`src/hdl/tmr3_pkg.sv`:
```
package tmr3_pkg;
  // register addresses
  localparam logic [7:0] A_T01_CTRL = 8'h88;
  localparam logic [7:0] A_T01_MODE = 8'h89;
  localparam logic [7:0] A_T0_LO = 8'h8A;
  localparam logic [7:0] A_T1_LO = 8'h8B;
  localparam logic [7:0] A_T0_HI = 8'h8C;
  localparam logic [7:0] A_T1_HI = 8'h8D;
  localparam logic [7:0] A_T2_CTRL = 8'hC8;
  localparam logic [7:0] A_T2_MODE = 8'hC9;
  localparam logic [7:0] A_T2_RC_LO = 8'hCA;
  localparam logic [7:0] A_T2_RC_HI = 8'hCB;
  localparam logic [7:0] A_T2_LO = 8'hCC;
  localparam logic [7:0] A_T2_HI = 8'hCD;
  localparam logic [7:0] A_IRQ_STAT = 8'hCE;
  localparam logic [7:0] A_IRQ_MASK = 8'hCF;
  localparam logic [7:0] RST_BYTE = 8'h00;
  localparam logic [7:0] RD_NONE = 8'h00;
  // timer 0/1 control byte
  localparam int TC_TF1 = 7;
  localparam int TC_TR1 = 6;
  localparam int TC_TF0 = 5;
  localparam int TC_TR0 = 4;
  // mode byte: timer 0 in low nibble, timer 1 in high nibble
  localparam int TM_T1_BASE = 4;
  localparam int TM_GATE = 3;
  localparam int TM_CT = 2;
  // timer 2 control and mode
  localparam int T2_TF = 7;
  localparam int T2_EXF = 6;
  localparam int T2_RCLK = 5;
  localparam int T2_TRANSMIT_BAUD_SOURCE_SELECT = 4;
  localparam int T2_EXEN = 3;
  localparam int T2_TR = 2;
  localparam int T2_CT = 1;
  localparam int T2_CP = 0;
  localparam int T2M_DOWN_COUNT_ENABLE = 0;
  // interrupt status/mask layout
  localparam int IRQ_W = 4;
  localparam int IRQ_TF0 = 0;
  localparam int IRQ_TF1 = 1;
  localparam int IRQ_TF2 = 2;
  localparam int IRQ_THIRD_TIMER_EXT_TRIGGER_FLAG = 3;
  // timing
  localparam int OSC_PER_MC = 12;
  localparam int PRESC_DIV = 32;
  localparam int BRG_DIV = 2;
  typedef enum logic [1:0] {
    MODE_PRESC, MODE_16, MODE_RELOAD, MODE_SPLIT
  } tmr3_mode_t;
endpackage

```
`src/hdl/tmr3_top.sv`:
```
`timescale 1ns/1ns
module tmr3_top
  import tmr3_pkg::*;
#(
  parameter int MC_DIV = OSC_PER_MC
) (
  input wire logic clk, // oscillator clock
  input wire logic srst, // synchronous reset, high
  input wire logic [7:0] addr, // register address
  input wire logic [7:0] wdata, // write data
  input wire logic wr_en, // write strobe
  input wire logic rd_en, // read strobe
  output logic [7:0] rdata_q, // read data, cycle after strobe
  output logic irq_q, // unmasked status pending
  output logic t1_ovf_q, // timer 1 overflow pulse
  output logic t2_baud_q, // timer 2 baud overflow pulse
  input wire logic first_timer_count_pin, // timer 0 events
  input wire logic second_timer_count_pin, // timer 1 events
  input wire logic third_timer_count_pin, // timer 2 events
  input wire logic third_timer_trigger_pin, // timer 2 trigger
  input wire logic first_gate_pin, // timer 0 gate
  input wire logic second_gate_pin // timer 1 gate
);

  ////////////////////////////////////////////////////////////////////
  logic [3:0] mc_cnt_q;
  logic mc_tick_q;
  logic half_q;
  logic [7:0] timer01_control_q, timer01_mode_q, tl0_q, th0_q, tl1_q, th1_q;
  logic [7:0] timer2_control_q, timer2_reload_capture_low_q, timer2_reload_capture_high_q, tl2_q, th2_q;
  logic timer2_mode_q;
  logic [IRQ_W-1:0] stat_q, mask_q;
  logic [3:0] pin_in, s1_q, s2_q, fall;

  always_ff @(posedge clk) begin
    if (srst || mc_cnt_q == 4'(MC_DIV - 1)) begin
      mc_cnt_q <= 4'h0;
    end else begin
      mc_cnt_q <= 4'(mc_cnt_q + 4'h1);
    end
  end

  always_ff @(posedge clk) begin
    mc_tick_q <= !srst && mc_cnt_q == 4'(MC_DIV - 1);
  end

  // divide-by-two enable for the baud generator path
  always_ff @(posedge clk) begin
    if (srst) begin
      half_q <= 1'b0;
    end else begin
      half_q <= 1'(half_q + 1'b1 == 1'(BRG_DIV - 1));
    end
  end

  ////////////////////////////////////////////////////////////////////
  // pins sampled once per machine cycle; an edge needs two samples,
  // which limits external rates to a twenty-fourth of the clock
  assign pin_in = {third_timer_trigger_pin, third_timer_count_pin,
                   second_timer_count_pin, first_timer_count_pin};

  for (genvar i = 0; i < 4; i++) begin : g_edge
    always_ff @(posedge clk) begin
      if (srst) begin
        s1_q[i] <= 1'b1;
        s2_q[i] <= 1'b1;
      end else if (mc_tick_q) begin
        s1_q[i] <= pin_in[i];
        s2_q[i] <= s1_q[i];
      end
    end
    assign fall[i] = mc_tick_q & s2_q[i] & ~s1_q[i];
  end

  ////////////////////////////////////////////////////////////////////
  tmr3_mode_t md0, md1;
  logic first_timer_run_bit, second_timer_run_bit;
  logic gate0, gate1, ct0, ct1, t0_inc, t1_inc, th0_inc;
  logic ov0, ov1, ovh0, tf1_evt;
  logic [7:0] tl0_d, th0_d, tl1_d, th1_d;

  assign md0 = tmr3_mode_t'(timer01_mode_q[1:0]);
  assign md1 = tmr3_mode_t'(timer01_mode_q[TM_T1_BASE+1:TM_T1_BASE]);
  assign first_timer_run_bit = timer01_control_q[TC_TR0];
  assign second_timer_run_bit = timer01_control_q[TC_TR1];
  assign gate0 = timer01_mode_q[TM_GATE];
  assign gate1 = timer01_mode_q[TM_T1_BASE+TM_GATE];
  assign ct0 = timer01_mode_q[TM_CT];
  assign ct1 = timer01_mode_q[TM_T1_BASE+TM_CT];
  assign t0_inc = first_timer_run_bit & (~gate0 | first_gate_pin) &
                  (ct0 ? fall[0] : mc_tick_q);
  assign t1_inc = second_timer_run_bit & (~gate1 | second_gate_pin) &
                  (ct1 ? fall[1] : mc_tick_q) &
                  (md1 != MODE_SPLIT);
  // split mode: high byte of timer 0 borrows timer 1's run bit
  assign th0_inc = (md0 == MODE_SPLIT) & second_timer_run_bit &
                   mc_tick_q;

  function automatic logic [16:0] step(input tmr3_mode_t m,
      input logic inc, input logic [7:0] tl, input logic [7:0] th);
    logic [16:0] r;
    r = {1'b0, th, tl};
    if (inc) begin
      case (m)
        MODE_PRESC: begin
          r[$clog2(PRESC_DIV)-1:0] = 5'(tl[4:0] + 5'h01);
          if (tl[4:0] == 5'h1F) begin
            r[15:8] = 8'(th + 8'h01);
            r[16] = (th == 8'hFF);
          end
        end
        MODE_16: begin
          r[15:0] = 16'({th, tl} + 16'h0001);
          r[16] = ({th, tl} == 16'hFFFF);
        end
        MODE_RELOAD: begin
          r[7:0] = (tl == 8'hFF) ? th : 8'(tl + 8'h01);
          r[16] = (tl == 8'hFF);
        end
        MODE_SPLIT: begin
          r[7:0] = 8'(tl + 8'h01);
          r[16] = (tl == 8'hFF);
        end
        default: begin
          r = {1'b0, th, tl};
        end
      endcase
    end
    return r;
  endfunction

  always_comb begin
    {ov0, th0_d, tl0_d} = step(md0, t0_inc, tl0_q, th0_q);
    {ov1, th1_d, tl1_d} = step(md1, t1_inc, tl1_q, th1_q);
    ovh0 = 1'b0;
    if (th0_inc) begin
      th0_d = 8'(th0_q + 8'h01);
      ovh0 = (th0_q == 8'hFF);
    end
  end

  assign tf1_evt = (md0 == MODE_SPLIT) ? ovh0 : ov1;

  ////////////////////////////////////////////////////////////////////
  logic baud, down_count_enable, third_timer_run_bit, third_timer_ext_enable;
  logic t2_tick, ex_fall, ex_act, tf2_evt, bovf;
  logic [15:0] cnt2, rc2, cnt2_d, rc2_d;

  assign cnt2 = {th2_q, tl2_q};
  assign rc2 = {timer2_reload_capture_high_q, timer2_reload_capture_low_q};
  assign baud = timer2_control_q[T2_RCLK] | timer2_control_q[T2_TRANSMIT_BAUD_SOURCE_SELECT];
  assign down_count_enable = timer2_mode_q;
  assign third_timer_run_bit = timer2_control_q[T2_TR];
  assign third_timer_ext_enable = timer2_control_q[T2_EXEN];
  assign t2_tick = third_timer_run_bit & (timer2_control_q[T2_CT] ? fall[2] :
                   (baud ? half_q : mc_tick_q));
  assign ex_fall = third_timer_ext_enable & fall[3];
  assign ex_act = ex_fall & third_timer_run_bit;

  always_comb begin
    cnt2_d = cnt2;
    rc2_d = rc2;
    tf2_evt = 1'b0;
    bovf = 1'b0;
    if (baud) begin
      // overflow feeds the serial clock only, never the flag
      if (t2_tick) begin
        cnt2_d = (cnt2 == 16'hFFFF) ? rc2 : 16'(cnt2 + 16'h0001);
        bovf = (cnt2 == 16'hFFFF);
      end
    end else if (timer2_control_q[T2_CP]) begin
      if (t2_tick) begin
        cnt2_d = 16'(cnt2 + 16'h0001);
        tf2_evt = (cnt2 == 16'hFFFF);
      end
      if (ex_act) begin
        rc2_d = cnt2;
      end
    end else if (down_count_enable) begin
      if (t2_tick && third_timer_trigger_pin) begin
        cnt2_d = (cnt2 == 16'hFFFF) ? rc2 : 16'(cnt2 + 16'h0001);
        tf2_evt = (cnt2 == 16'hFFFF);
      end else if (t2_tick) begin
        cnt2_d = (cnt2 == rc2) ? 16'hFFFF : 16'(cnt2 - 16'h0001);
        tf2_evt = (cnt2 == rc2);
      end
    end else begin
      if (ex_act || (t2_tick && cnt2 == 16'hFFFF)) begin
        cnt2_d = rc2;
      end else if (t2_tick) begin
        cnt2_d = 16'(cnt2 + 16'h0001);
      end
      tf2_evt = t2_tick && cnt2 == 16'hFFFF;
    end
  end

  ////////////////////////////////////////////////////////////////////
  // hardware set wins over a software clear in the same cycle
  always_ff @(posedge clk) begin
    if (srst) begin
      timer01_control_q <= RST_BYTE;
      timer2_control_q <= RST_BYTE;
    end else begin
      timer01_control_q <= (wr_en && addr == A_T01_CTRL ? wdata : timer01_control_q) |
                (8'(tf1_evt) << TC_TF1) |
                (8'(ov0) << TC_TF0);
      timer2_control_q <= (wr_en && addr == A_T2_CTRL ? wdata : timer2_control_q) |
                 (8'(tf2_evt) << T2_TF) |
                 (8'(ex_fall) << T2_EXF);
    end
  end

  always_ff @(posedge clk) begin
    if (srst) begin
      timer01_mode_q <= RST_BYTE;
      timer2_mode_q <= 1'b0;
    end else if (wr_en && addr == A_T01_MODE) begin
      timer01_mode_q <= wdata;
    end else if (wr_en && addr == A_T2_MODE) begin
      timer2_mode_q <= wdata[T2M_DOWN_COUNT_ENABLE];
    end
  end

  // a software write to a count byte overrides that cycle's count
  always_ff @(posedge clk) begin
    if (srst) begin
      tl0_q <= RST_BYTE;
      th0_q <= RST_BYTE;
      tl1_q <= RST_BYTE;
      th1_q <= RST_BYTE;
    end else begin
      tl0_q <= (wr_en && addr == A_T0_LO) ? wdata : tl0_d;
      th0_q <= (wr_en && addr == A_T0_HI) ? wdata : th0_d;
      tl1_q <= (wr_en && addr == A_T1_LO) ? wdata : tl1_d;
      th1_q <= (wr_en && addr == A_T1_HI) ? wdata : th1_d;
    end
  end

  always_ff @(posedge clk) begin
    if (srst) begin
      tl2_q <= RST_BYTE;
      th2_q <= RST_BYTE;
      timer2_reload_capture_low_q <= RST_BYTE;
      timer2_reload_capture_high_q <= RST_BYTE;
    end else begin
      tl2_q <= (wr_en && addr == A_T2_LO) ? wdata : cnt2_d[7:0];
      th2_q <= (wr_en && addr == A_T2_HI) ? wdata : cnt2_d[15:8];
      timer2_reload_capture_low_q <= (wr_en && addr == A_T2_RC_LO) ? wdata : rc2_d[7:0];
      timer2_reload_capture_high_q <= (wr_en && addr == A_T2_RC_HI) ? wdata : rc2_d[15:8];
    end
  end

  ////////////////////////////////////////////////////////////////////
  logic [IRQ_W-1:0] evts, w1c;

  assign evts = {ex_fall, tf2_evt, tf1_evt, ov0};
  assign w1c = (wr_en && addr == A_IRQ_STAT) ? wdata[IRQ_W-1:0] :
               {IRQ_W{1'b0}};

  always_ff @(posedge clk) begin
    if (srst) begin
      stat_q <= {IRQ_W{1'b0}};
      mask_q <= {IRQ_W{1'b0}};
      irq_q <= 1'b0;
      t1_ovf_q <= 1'b0;
      t2_baud_q <= 1'b0;
    end else begin
      stat_q <= (stat_q & ~w1c) | evts;
      if (wr_en && addr == A_IRQ_MASK) begin
        mask_q <= wdata[IRQ_W-1:0];
      end
      irq_q <= |(stat_q & mask_q);
      t1_ovf_q <= ov1;
      t2_baud_q <= bovf;
    end
  end

  always_ff @(posedge clk) begin
    if (srst || !rd_en) begin
      rdata_q <= RD_NONE;
    end else begin
      case (addr)
        A_T01_CTRL: rdata_q <= timer01_control_q;
        A_T01_MODE: rdata_q <= timer01_mode_q;
        A_T0_LO: rdata_q <= tl0_q;
        A_T1_LO: rdata_q <= tl1_q;
        A_T0_HI: rdata_q <= th0_q;
        A_T1_HI: rdata_q <= th1_q;
        A_T2_CTRL: rdata_q <= timer2_control_q;
        A_T2_MODE: rdata_q <= 8'(timer2_mode_q);
        A_T2_RC_LO: rdata_q <= timer2_reload_capture_low_q;
        A_T2_RC_HI: rdata_q <= timer2_reload_capture_high_q;
        A_T2_LO: rdata_q <= tl2_q;
        A_T2_HI: rdata_q <= th2_q;
        A_IRQ_STAT: rdata_q <= 8'(stat_q);
        A_IRQ_MASK: rdata_q <= 8'(mask_q);
        default: rdata_q <= RD_NONE;
      endcase
    end
  end

  ////////////////////////////////////////////////////////////////////
  mc_period_a: assert property (@(posedge clk) disable iff (srst)
    mc_tick_q |=> (!mc_tick_q [*8] ##1 !mc_tick_q ##1 !mc_tick_q
                   ##1 !mc_tick_q ##1 mc_tick_q))
    else $error("machine cycle tick period wrong");

  presc_carry_a: assert property (@(posedge clk) disable iff (srst)
    (md0 == MODE_PRESC && t0_inc && tl0_q[4:0] == 5'h1F && !wr_en)
    |=> th0_q == 8'($past(th0_q) + 8'h01) && tl0_q[4:0] == 5'h00)
    else $error("prescaler carry not taken");

  full16_carry_a: assert property (@(posedge clk) disable iff (srst)
    (md0 == MODE_16 && t0_inc && tl0_q == 8'hFF && !wr_en)
    |=> th0_q == 8'($past(th0_q) + 8'h01) && tl0_q == 8'h00)
    else $error("16-bit carry lost");

  auto_reload_a: assert property (@(posedge clk) disable iff (srst)
    (md0 == MODE_RELOAD && t0_inc && tl0_q == 8'hFF && !wr_en)
    |=> tl0_q == $past(th0_q) && timer01_control_q[TC_TF0])
    else $error("8-bit reload missed");

  t1_stopped_a: assert property (@(posedge clk) disable iff (srst)
    (md1 == MODE_SPLIT && !wr_en) |=> $stable({th1_q, tl1_q}))
    else $error("timer 1 moved in split mode");

  edge_count_a: assert property (@(posedge clk) disable iff (srst)
    (md0 == MODE_16 && ct0 && first_timer_run_bit && !gate0 &&
     fall[0] && tl0_q != 8'hFF && !wr_en)
    |=> tl0_q == 8'($past(tl0_q) + 8'h01))
    else $error("falling edge not counted");

  gate_hold_a: assert property (@(posedge clk) disable iff (srst)
    (gate0 && !first_gate_pin && md0 == MODE_16 && !wr_en)
    |=> $stable({th0_q, tl0_q}))
    else $error("timer 0 counted while gated off");

  down_count_a: assert property (@(posedge clk) disable iff (srst)
    (!baud && !timer2_control_q[T2_CP] && down_count_enable && t2_tick &&
     !third_timer_trigger_pin && cnt2 != rc2 && !wr_en)
    |=> cnt2 == 16'($past(cnt2) - 16'h0001))
    else $error("timer 2 did not count down");

  capture_a: assert property (@(posedge clk) disable iff (srst)
    (!baud && timer2_control_q[T2_CP] && ex_act && !wr_en) |=> rc2 == $past(cnt2))
    else $error("capture value wrong");

  baud_noflag_a: assert property (@(posedge clk) disable iff (srst)
    (baud && !timer2_control_q[T2_TF] && !wr_en) |=> !timer2_control_q[T2_TF])
    else $error("overflow flag set in baud mode");

  t2_stop_a: assert property (@(posedge clk) disable iff (srst)
    (!third_timer_run_bit && !wr_en) |=> $stable(cnt2))
    else $error("timer 2 counted while stopped");

  trig_flag_a: assert property (@(posedge clk) disable iff (srst)
    ex_fall |=> timer2_control_q[T2_EXF] && stat_q[IRQ_THIRD_TIMER_EXT_TRIGGER_FLAG]
      ##1 (irq_q || !$past(mask_q[IRQ_THIRD_TIMER_EXT_TRIGGER_FLAG])))
    else $error("trigger flag not set");

endmodule // tmr3_top

```
`config.mk`:
```
export PLATFORM = sky130hd
export DESIGN_NAME = tmr3_top
export DESIGN_NICKNAME = d
export VERILOG_FILES = /design/src/hdl/tmr3_pkg.sv /design/src/hdl/tmr3_top.sv
export SDC_FILE = /design/constraint.sdc
export NUM_CORES = 1
export LEC_CHECK = 0
export BUFFER_PORTS_ARGS = -buffer_cell sky130_fd_sc_hd__clkbuf_2
export CORE_UTILIZATION = 55
export DETAILED_ROUTE_END_ITERATION = 6
export PLACE_DENSITY = 0.79
export SYNTH_ARGS = -nofsm -noshare
export SYNTH_HDL_FRONTEND = slang
export SYNTH_SLANG_ARGS = --single-unit
```
`constraint.sdc`:
```
create_clock -name clk -period 4.1 [get_ports clk]
set_input_delay 0.205 -clock clk [delete_from_list [all_inputs] [get_ports clk]]
set_output_delay 0.205 -clock clk [all_outputs]
set_load 0.005 [all_outputs]
```
==> summary.txt <==
Timing
  – Worst-margin pin slew: 1.18 ns
  – Sum Neg Setup Slack: 0 ns
  – Final hold vios: 0
  – RSZ-0062 raised after global routing: false
  – Max_slew headroom: 20.5%
  – Fmax: 0.309 GHz
  – Final min period: 3.23 ns
  – Clk_skew: 0.0144 ns
  – Final period utilization: 78.8%
  – Final setup viols: 0
  – Max Slew Vio Count: 0

Synth
  – Syn_area_per_cell: 7.63 um2
  – Post-synthesis sequential area ratio: 28.0%
  – Post-synth EDFFs: 0
  – Synth area leader: dfxtp_1
  – Synthesized cell area: 8710 um2
  – Post-synthesis adder-cell area fraction: 2.44%
  – Post-synthesis cell count: 1142
  – Synth top area cells: dfxtp_1 28%, nand2_1 5.5%, mux2i_1 4.6%
  – Ys flop type: dfxtp_1
  – Syn nets: 1185
  – Mux share of post-synthesis cell area: 6.41%
  – Post-synth cell types: 77
  – Post-Synth XOR/XNOR Area: 6.23%
  – Asr flop ratio synth: 0%
  – Compound-Gate Fraction of Synth Area: 26.5%
  – Seq cells post-synth: 122
  – Largest family of logic cells by synthesized area: compound AO/OA/AOI/OAI gates
  – Simple-Gate Fraction of Synth Area: 25.1%
  – Post-synth top area share: 28.0%
  – Yosys Warn Count: 0

Pwr
  – PD cells: 291 nW/um2
  – Max rail drop VDD: 0.000382 V
  – Lkg Pwr: 3.38 nW

GRT
  – Total gr overflow: 0
  – Vias in the first global route: 8610
  – Pin count of the biggest net entering global routing: 55
  – First-pass GRT wire length: 50200 um
  – Initial antenna violation count: 2
  – GRT Util Overall: 40.7%

Route
  – Iteration-0 DRC Markers: 1657
  – TritonRoute pass-1 iters: 7
  – DR vias/cell: 7.12
  – Wirelength per Cell: 24.2 um
  – Vias post-DR: 9688
  – DRC: 9
  – Antenna viol nets, final: 0
  – Routed WL: 32900 um

Finish
  – Final nets: 1179
  – Syn-to-layout area delta: 10.0%
  – Diode count: 0
  – Layout Utilization: 62.6%
  – Ratio of cells with drive above 1 in the final layout: 10.4%

Die
  – DIE AREA: 16300 um2
  – Site Rows: 45
  – # IOs: 37
  – Initial core utilization: 56.9%
  – Die Y: 128 um
  – Die X: 128 um
  – Core area: 15300 um2

Critical path
  – Setup CP Type: reg2reg
  – WP data arrival: 3.57 ns
  – R2r endpoint: tl2_q[7]
  – Worst Path Max Fanout: 16
  – R2R Setup Slk: 0.87 ns
  – Reg2reg start: tl2_q[5]
  – Critical path startpoint category: register
  – Worst Setup EP: tl2_q[7]
  – Crit path capture type: register
  – Reg2Reg Depth: 6
  – Worst path required time: 4.44 ns
  – Critical Path Source: tl2_q[5]

Place
  – Hpwl dp: 22600 um
  – Port Buffers: 36
  – RePlAce Congestion: 1.05

Clock network
  – Number of H-tree levels: 4
  – CTS tree: yes
  – Cts bufs inserted: 17
  – Root Buffer: clkbuf_16
  – Clock Tree Buf Depth: 2
  – CTS Sinks: 122
  – Worst-Skew Late Latency: 0.43 ns
  – CTS clock-pin slew for the worst setup and hold paths: 0.06 ns
  – Buffer count from post-CTS setup fixing: 0

Job
  – Max_cap viols: 0

Status
  – Failing checks: design-rule violations
  – Outcome: finished with violations

Hold path
  – Hold Path Class: in2reg
[cell usage after synthesis, types with 13 or more instances]
| master | count |
|---|---|
| a211oi_1 | 39 |
| a21oi_1 | 70 |
| a221oi_1 | 13 |
| a222oi_1 | 16 |
| a31oi_1 | 17 |
| and2_1 | 16 |
| and3_1 | 18 |
| clkbuf_1 | 77 |
| dfxtp_1 | 122 |
| ha_1 | 17 |
| inv_1 | 31 |
| mux2i_1 | 40 |
| nand2_1 | 127 |
| nand3_1 | 50 |
| nand4_1 | 19 |
| nor2_1 | 105 |
| nor3_1 | 35 |
| nor4_1 | 15 |
| o21ai_0 | 38 |
| o22ai_1 | 15 |
| or3_1 | 13 |
| xnor2_1 | 33 |
| xor2_1 | 29 |
[worst max-delay path: stages (launching register included)]
cell	delay [ns]
dfxtp_1	0.77
nand3_2	0.21
or3_1	0.55
o41a_1	0.52
or2_0	0.47
a211o_1	0.35
a221oi_1	0.27
[what timing repair did]
action | 4_1_cts | 5_1_grt
hold buffers | 2 | 0
endpoints found under the hold margin | 2 | 0
resized for setup | 0 | 0
[cells in the final DEF, fill, tap and decap left out, types with 7 or more instances in the layout]
cell       count
a222oi_1      16
nand2_1      127
o22ai_1       15
buf_4         27
and3_1        18
xor2_1        29
xnor2_1       33
clkbuf_16     17
nand3_1       50
o211ai_1       9
or3_1         13
a221oi_1      13
nor4_1        15
a31oi_1       17
and2_1        16
clkbuf_2      35
nor2b_1       10
clkinv_2       7
a22oi_1       10
a31o_2         7
a211o_1        7
a211oi_1      39
nand4_1       19
nor2_1       105
nor3_1        35
o32ai_1        7
a21oi_1       70
mux2i_1       40
dfxtp_1      122
ha_1          17
o21ai_0       38
inv_1         31
[stage by stage]
step           area [um2]  total power, mW  setup WS [ns]  hold WS, ns  std cells
2_1_floorplan        8710             1.31           1.69        0.333       1142
3_3_place_gp         9010             1.37           1.10        0.413       1326
3_5_place_dp         9010             1.37           1.05        0.425       1326
4_1_cts              9590             2.78           1.03       0.0166       1360
5_1_grt              9590             2.85          0.778       0.0148       1360
6_report             9590             2.79          0.868       0.0238       1360
[power breakdown]
group	switching (mW)	internal (mW)
Combinational	0.107	0.0432
Sequential	0.0110	1.19
Clock	0.573	0.859
[per-layer routing]
layer	vias up	track usage, %	wire (um)
li1	4271	-	-
met1	4514	56.3	13300
met2	776	60.2	13800
met3	125	10.5	4460
met4	2	16.2	1380
met5	-	0	12
[cells by family (layout without fill, tap and decap cells)]
kind of cell | count (synthesis) | in the layout
compound gates | 324 | 324
mux | 49 | 49
xor+xnor | 62 | 62
flops | 122 | 122
simple gates | 448 | 448
buf+inv | 120 | 127
fa+ha+maj | 17 | 17
[how the worst min path moves through the flow]
stage,startpoint,endpoint,cells after the start
after floorplan,first_timer_count_pin,s1_q[0],2
after CTS,third_timer_count_pin,s1_q[2],3
after global routing,third_timer_count_pin,s1_q[2],3
after global placement,half_q,half_q,1
after detailed placement,half_q,half_q,1
final,third_timer_count_pin,s1_q[2],3
[layout make-up]
type                    count  area (um2)
flip-flops and latches    122        2440
repair buffers             64         398
multi-input cells         900        5810
well taps                 211         264
clock buffers              20         457
fillers                  1415        5730
clock inverters            12        98.8
inverters                  31         116
Note: power is estimated with default switching activity, not from simulation.
